<file path="src/common/ntc_pkg.sv">
package ntc_pkg;
  localparam int NTC_TIME_W        = 48;
  localparam int NTC_CLK_MHZ       = 40;
  localparam int NTC_REQ_DELAY_US  = 2000;
  localparam int NTC_REQ_DELAY_CYC = NTC_REQ_DELAY_US * NTC_CLK_MHZ;
  localparam int NTC_IDLE_US       = 100;
  localparam int NTC_IDLE_CYC      = NTC_IDLE_US * NTC_CLK_MHZ;
  localparam int NTC_PIN_STROBE    = 0;
  localparam int NTC_PIN_HOST_RX   = 1;
  localparam int NTC_PIN_CON_RX    = 2;
  localparam int NTC_PIN_RESTART   = 3;
  localparam int NTC_PIN_HOLD      = 4;
  localparam int NTC_PIN_N         = 5;
  localparam logic [NTC_PIN_N-1:0] NTC_PIN_RST = 5'h0f;
  localparam logic [NTC_TIME_W-1:0] NTC_TIME_RST = 48'h0;

  typedef enum logic {
    NTC_SRC_REQUEST,
    NTC_SRC_STROBE
  } ntc_src_t;

  typedef enum logic [1:0] {
    NTC_ST_BOOT,
    NTC_ST_ACTIVE,
    NTC_ST_DOZE
  } ntc_state_t;

  typedef struct packed {
    ntc_src_t                src;
    logic [NTC_TIME_W-1:0]   stamp;
  } ntc_pkt_t;

  typedef struct packed {
    logic periph_clk_en;
    logic lf_osc_en;
    logic ref_osc_en;
    logic dcdc_en;
    logic host_wake;
    logic console_wake;
  } ntc_pwr_t;
endpackage : ntc_pkg

</file>
<file path="src/design/ntc_network_time_capture.sv">
`timescale 1ns/1ps
module ntc_network_time_capture
  import ntc_pkg::*;
#(
  parameter int REQ_DELAY_CYC = NTC_REQ_DELAY_CYC
)(
  input  wire logic                  core_clk,
  input  wire logic                  rst_b,
  input  wire logic                  time_strobe_n,
  input  wire logic                  board_restart_n,
  input  wire logic                  host_serial_rx,
  input  wire logic                  console_serial_rx,
  input  wire logic                  radio_hold_off,
  input  wire logic                  host_serial_busy,
  input  wire logic                  console_serial_busy,
  input  wire logic                  read_time_req,
  input  wire logic                  time_set_valid,
  input  wire logic [NTC_TIME_W-1:0] time_set_value,
  input  wire logic                  lf_osc_running,
  input  wire logic                  radio_needs_ref,
  input  wire logic                  cpu_busy,
  output logic                       pkt_valid,
  input  wire logic                  pkt_ready,
  output ntc_pkt_t                   pkt,
  output logic                       capture_overrun,
  output logic                       cpu_reboot,
  output ntc_pwr_t                   pwr
);

  localparam int DW = $clog2(REQ_DELAY_CYC + 1);
  localparam int IW = $clog2(NTC_IDLE_CYC + 1);
  localparam logic [DW-1:0] REQ_LAST = DW'(REQ_DELAY_CYC - 1);
  localparam logic [IW-1:0] IDLE_LAST = IW'(NTC_IDLE_CYC - 1);

  // pin synchronisers
  logic [NTC_PIN_N-1:0] pin_s1;
  logic [NTC_PIN_N-1:0] pin_s2;
  logic                 strobe_q;
  logic [NTC_PIN_N-1:0] next_pin_s1;
  logic [NTC_PIN_N-1:0] next_pin_s2;
  logic                 next_strobe_q;

  logic                 lrst;
  logic                 strobe_rise;
  logic                 hold_off;

  always_comb
  begin
    next_pin_s1   = {radio_hold_off, board_restart_n, console_serial_rx,
                     host_serial_rx, time_strobe_n};
    next_pin_s2   = pin_s1;
    next_strobe_q = pin_s2[NTC_PIN_STROBE];
  end

  // restart pin acts through its synchroniser, never raw
  always_ff @(posedge core_clk)
  begin
    if (!rst_b)
    begin
      pin_s1   <= NTC_PIN_RST;
      pin_s2   <= NTC_PIN_RST;
      strobe_q <= 1'b1;
    end
    else
    begin
      pin_s1   <= next_pin_s1;
      pin_s2   <= next_pin_s2;
      strobe_q <= next_strobe_q;
    end
  end

  assign lrst        = !rst_b || !pin_s2[NTC_PIN_RESTART];
  assign strobe_rise = pin_s2[NTC_PIN_STROBE] && !strobe_q;
  assign hold_off    = pin_s2[NTC_PIN_HOLD];

  // network time, request delay and capture slot
  logic [NTC_TIME_W-1:0] now;
  logic [DW-1:0]         req_cnt;
  logic                  req_wait;
  logic                  pend;
  ntc_pkt_t              slot;
  logic                  overrun;
  logic [NTC_TIME_W-1:0] next_now;
  logic [DW-1:0]         next_req_cnt;
  logic                  next_req_wait;
  logic                  next_pend;
  ntc_pkt_t              next_slot;
  logic                  next_overrun;
  logic                  req_fire;
  logic                  cap_evt;
  logic                  taken;

  assign taken = pend && pkt_ready;

  always_comb
  begin
    next_now      = time_set_valid ? time_set_value : now + 1'b1;
    next_req_cnt  = req_cnt;
    next_req_wait = req_wait;
    next_pend     = pend;
    next_slot     = slot;
    next_overrun  = overrun;
    req_fire      = 1'b0;
    if (req_wait)
    begin
      if (req_cnt == REQ_LAST)
      begin
        req_fire = !strobe_rise;
      end
      else
      begin
        next_req_cnt = req_cnt + 1'b1;
      end
    end
    if (req_fire)
    begin
      next_req_wait = 1'b0;
      next_req_cnt  = '0;
    end
    if (read_time_req && !req_wait)
    begin
      next_req_wait = 1'b1;
      next_req_cnt  = '0;
    end
    cap_evt = strobe_rise || req_fire;
    if (taken)
    begin
      next_pend = 1'b0;
    end
    if (cap_evt)
    begin
      next_pend       = 1'b1;
      next_slot.stamp = now;
      next_slot.src   = strobe_rise ? NTC_SRC_STROBE : NTC_SRC_REQUEST;
      if (pend && !taken)
      begin
        next_overrun = 1'b1;
      end
    end
    else if (taken)
    begin
      next_overrun = 1'b0;
    end
  end

  always_ff @(posedge core_clk)
  begin
    if (lrst)
    begin
      now      <= NTC_TIME_RST;
      req_cnt  <= '0;
      req_wait <= 1'b0;
      pend     <= 1'b0;
      slot     <= '0;
      overrun  <= 1'b0;
    end
    else
    begin
      now      <= next_now;
      req_cnt  <= next_req_cnt;
      req_wait <= next_req_wait;
      pend     <= next_pend;
      slot     <= next_slot;
      overrun  <= next_overrun;
    end
  end

  assign pkt_valid       = pend;
  assign pkt             = slot;
  assign capture_overrun = overrun;

  // power state and clock sources
  ntc_state_t    state;
  logic [IW-1:0] idle_cnt;
  logic          lf_started;
  ntc_pwr_t      pwr_q;
  logic          reboot_q;
  ntc_state_t    next_state;
  logic [IW-1:0] next_idle_cnt;
  logic          next_lf_started;
  ntc_pwr_t      next_pwr;
  logic          host_act;
  logic          con_act;
  logic          busy;

  always_comb
  begin
    host_act = !pin_s2[NTC_PIN_HOST_RX] || host_serial_busy;
    con_act  = !pin_s2[NTC_PIN_CON_RX] || console_serial_busy;
    busy     = host_act || con_act || pend || req_wait || cpu_busy
               || radio_needs_ref || strobe_rise || read_time_req;
    next_state      = state;
    next_idle_cnt   = idle_cnt;
    next_lf_started = lf_started || lf_osc_running;
    case (state)
      NTC_ST_BOOT:
      begin
        next_state    = NTC_ST_ACTIVE;
        next_idle_cnt = '0;
      end
      NTC_ST_ACTIVE:
      begin
        if (busy || !lf_started)
        begin
          next_idle_cnt = '0;
        end
        else if (idle_cnt == IDLE_LAST)
        begin
          next_state    = NTC_ST_DOZE;
          next_idle_cnt = '0;
        end
        else
        begin
          next_idle_cnt = idle_cnt + 1'b1;
        end
      end
      NTC_ST_DOZE:
      begin
        if (busy)
        begin
          next_state = NTC_ST_ACTIVE;
        end
      end
      default:
      begin
        next_state    = NTC_ST_BOOT;
        next_idle_cnt = '0;
      end
    endcase
    next_pwr.periph_clk_en = (next_state != NTC_ST_DOZE);
    next_pwr.lf_osc_en     = 1'b1;
    next_pwr.ref_osc_en    = radio_needs_ref && !hold_off
                             && (next_state == NTC_ST_ACTIVE);
    next_pwr.dcdc_en       = (next_state != NTC_ST_DOZE);
    next_pwr.host_wake     = host_act;
    next_pwr.console_wake  = con_act;
  end

  always_ff @(posedge core_clk)
  begin
    if (lrst)
    begin
      state      <= NTC_ST_BOOT;
      idle_cnt   <= '0;
      lf_started <= 1'b0;
      pwr_q      <= '0;
    end
    else
    begin
      state      <= next_state;
      idle_cnt   <= next_idle_cnt;
      lf_started <= next_lf_started;
      pwr_q      <= next_pwr;
    end
  end

  // reboot flag follows the synchronised restart pin
  always_ff @(posedge core_clk)
  begin
    if (!rst_b)
    begin
      reboot_q <= 1'b0;
    end
    else
    begin
      reboot_q <= !pin_s2[NTC_PIN_RESTART];
    end
  end

  assign pwr        = pwr_q;
  assign cpu_reboot = reboot_q;

endmodule : ntc_network_time_capture

</file>
<file path="config.mk">
export PLATFORM = sky130hd
export DESIGN_NAME = ntc_network_time_capture
export DESIGN_NICKNAME = d
export VERILOG_FILES = /design/src/common/ntc_pkg.sv /design/src/design/ntc_network_time_capture.sv
export SDC_FILE = /design/constraint.sdc
export NUM_CORES = 1
export LEC_CHECK = 0
export ABC_AREA = 1
export BUFFER_PORTS_ARGS = -buffer_cell sky130_fd_sc_hd__buf_2
export CAP_MARGIN = 25
export CORE_UTILIZATION = 48
export CTS_BUF_LIST = sky130_fd_sc_hd__clkbuf_4
export CTS_CLUSTER_SIZE = 10
export DETAILED_ROUTE_END_ITERATION = 8
export PLACE_DENSITY = 0.79
export RECOVER_POWER = 25
export SLEW_MARGIN = 20
export SYNTH_ARGS = -nofsm -noshare
export SYNTH_HDL_FRONTEND = slang
export SYNTH_SLANG_ARGS = --single-unit
</file>
<file path="constraint.sdc">
create_clock -name core_clk -period 3.6 [get_ports core_clk]
set_input_delay 1.08 -clock core_clk [delete_from_list [all_inputs] [get_ports core_clk]]
set_output_delay 1.08 -clock core_clk [all_outputs]
set_load 0.02 [all_outputs]
</file>
==> impl_metrics.yaml <==
power_and_ir_drop:
  power.leakage_nw: 4.124
  sequentialPowerShare_pct: 54.2
  vdd.ir_drop.worst_mv: 0.1737
  pwr_density_cell_nw_per_um2: 368.2
  internal_mw: 2.396
  p_comb_share_pct: 10.0
  switching_share_pct: 27.38
  clock_power_share_pct: 35.8
  switching_power_mw: 0.9037
route:
  detailedRoute.firstIterationViolations: 590
  detail_route.wirelength_um: 20710
  antenna_violating_nets_post_route: 0
  drt_first_pass_iters: 7
  drt_drc_violations_left: 0
  via_count: 7867
  via_per_inst: 4.973
  avgRoutedWirePerCell_um: 13.09
logic_synthesis:
  ys_seq_area_share_pct: 37.56
  yosys_register_bits: 149
  synth.top_cell.area_share_pct: 37.56
  synthMostInstantiatedCell: "nand2_1"
  ys_types: 29
  syn-cell-area_um2: 7941
  post_synth_and_or_nand_nor_area_fraction_pct: 39.28
  avgSynthCellArea_um2: 6.318
  synth.largest_area_cell: "dfxtp_1"
  synthMuxAreaShare_pct: 0
  synth_compound_area_share_pct: 8.650
  async_flop_share_pct: 0
  netlist_top_cells_count: "nand2_1, nor2_1, inv_1"
  post_synthesis_cell_count: 1257
  main_combinational_cell_family_by_area_after_synthesis: "simple AND/OR/NAND/NOR gates"
  most_instantiated_flip_flop_cell_in_the_synthesis_netlist: "dfxtp_1"
  synth_warnings: 0
  synth_edf_count: 0
  synth.top_cells.by_area: "dfxtp_1, nand2_1, nor2_1"
  synth_adder_area_share_pct: 0.4727
  synth.net_count: 1323
  synth_xor_area_share_pct: 3.750
layout:
  layout.cell_area.non_filler_um2: 8962
  drive_above_1_share_pct: 14.37
  nFillCells: 1662
  regArea_um2: 2983
  final_util_pct: 56.01
  multiInputGateArea_um2: 4156
  area_delta_synth_final_pct: 12.86
  nets: 1418
clocking:
  holdBufCountCts: 0
  clk_latency_ns: 0.58
  cts.root.buffer_cell: "clkbuf_4"
  clock-sinks: 149
  cts_setup_buffers: 0
  clk_pin_slew_ns: 0.13
  cts_max_level: 4
  cts.repair.resized: 0
  max-clock-path-buffers: 2
  cts_buffers: 17
  tritoncts: "built"
die:
  ios: 121
  design.die.area_um2: 17060
  die_y_um: 130.6
  die-width_um: 130.6
  placement_rows: 46
  core_region_area_um2: 16000
  floorplan.initialDensity_pct: 49.63
sta:
  tightestPinTransition_ns: 1.705
  setup_violations: 0
  setup_tns_ns: 0
  maxClockFrequency_ghz: 0.3637
  skew_ns: 0.01464
  final_hold_viol_count: 0
  final_period_minus_worst_setup_slack_ns: 2.750
  max_slew_margin_pct: -13.64
  rsz0062_at_grt: "false"
  max_slew_violation_count: 37
  post_route_clock_period_utilization_pct: 76.39
critical_path:
  critical_path_arrival_ns: 3.28
  setup.reg_to_reg.worst_slack_ns: 1.19
  crit_fanout: 23
  worst-r2r-cell-count: 5
  timing.critical_path.from_type: "input pin"
  endpoint_kind: "flop"
  critPathKind: "in2reg"
  critical_path_required_ns: 4.13
min_path:
  min-delay-path-class: "reg2reg"
  worstHoldPathCells: 1
grt:
  grt_pass1_vias: 6803
  grt-ovfl-total: 0
  wire_length_of_the_first_global_routing_pass_um: 32780
  grt_antenna_before_repair: 3
  grt_max_degree: 97
  total_routing_resource_utilization_after_global_routing_pct: 24.67
place:
  buffer_ports.inserted: 120
  place.gp.congestion: 0.9970
  detailed_place_hpwl_um: 15250
  dpl_cell_area_um2: 8653
run_status:
  failed_checks: "capacitance limit, slew limit"
  status: "finished with violations"
flow_run:
  max_cap_viols: 1
-- state kept, by name, indices dropped and copies added (netlist names) --
name             cells
capture_overrun      1
cpu_reboot           1
idle_cnt            12
lf_started           1
next_pin_s2          5
now                 48
pin_s2               5
pkt                 49
pkt_valid            1
pwr                  5
req_cnt             17
req_wait             1
state                2
strobe_q             1
-- worst paths after layout --
check / from / to
worst max-delay path: rst_b / idle_cnt[6]$_SDFFE_PN0N_
worst min-delay path: next_pin_s2[3]$_SDFF_PN1_ / pin_s2[3]$_SDFF_PN1_
worst max register to register: pin_s2[3]$_SDFF_PN1_ / idle_cnt[6]$_SDFFE_PN0N_
worst min register to register: next_pin_s2[3]$_SDFF_PN1_ / pin_s2[3]$_SDFF_PN1_
-- through the flow --
stage               total power [mW]  worst slack, ns  cells  hold slack (ns)
global route                   3.441           0.5961   1582           0.4442
finish                         3.300           0.8501   1582           0.4281
global placement               2.148            1.122   1549           0.3939
detailed placement             2.156            1.041   1549           0.3999
CTS                            3.321            1.273   1580           0.4298
floorplan                      2.032            1.594   1257           0.3900
-- metal layers --
metal  part of all wire (%)  up-vias  GRT usage, %
li1                       -     4112             -
met5                  0.063        -             0
met2                     45      242         39.56
met1                     46     3474         32.41
met4                    2.4        2         9.804
met3                    6.4       37         5.130
-- power by group through the flow --
stage / clock, mW / combinational (mW) / sequential [mW]
global route: 1.27 / 0.374 / 1.80
floorplan: 0 / 0.207 / 1.82
finish: 1.18 / 0.330 / 1.79
global placement: 0 / 0.325 / 1.82
CTS: 1.20 / 0.333 / 1.79
detailed placement: 0 / 0.331 / 1.82
-- cells in the final DEF, fill, tap and decap left out, drive strengths merged --
cell,instances
a21oi,88
clkbuf,22
a21boi,1
nand3b,14
bufinv,4
nand4,21
nand2,321
nor3,11
ha,3
xnor2,16
diode,2
o211ai,1
clkinvlp,2
inv,159
nor2,255
o21ai,30
buf,122
clkinv,4
a31oi,1
or2,10
nand3,112
xor2,18
dfxtp,149
-- kinds of logic (layout without fill, tap and decap cells) --
family | count (synthesis) | after routing
other | 0 | 2
xor gates and xnor gates | 34 | 34
adders and majority gates | 3 | 3
AOI/OAI and AO/OA | 121 | 121
buffers and inverters | 206 | 313
and+or+nand+nor | 744 | 744
DFF | 149 | 149
-- worst max-delay path, stage by stage --
cell and delay (ns):
clkbuf_1 0.17, nand2_2 0.29, inv_1 0.50, clkbuf_1 0.84, o21ai_0 0.21, a21oi_1 0.16
-- layout make-up --
type,instances,area share [%]
multi-input cells,902,46.38
flip-flops and latches,149,33.28
repair buffers,126,7.232
inverters,156,6.534
well taps,216,3.015
clock inverters,13,1.996
clock buffers,18,1.508
diodes,2,0.05584
Power figures use the tool's default switching activity.
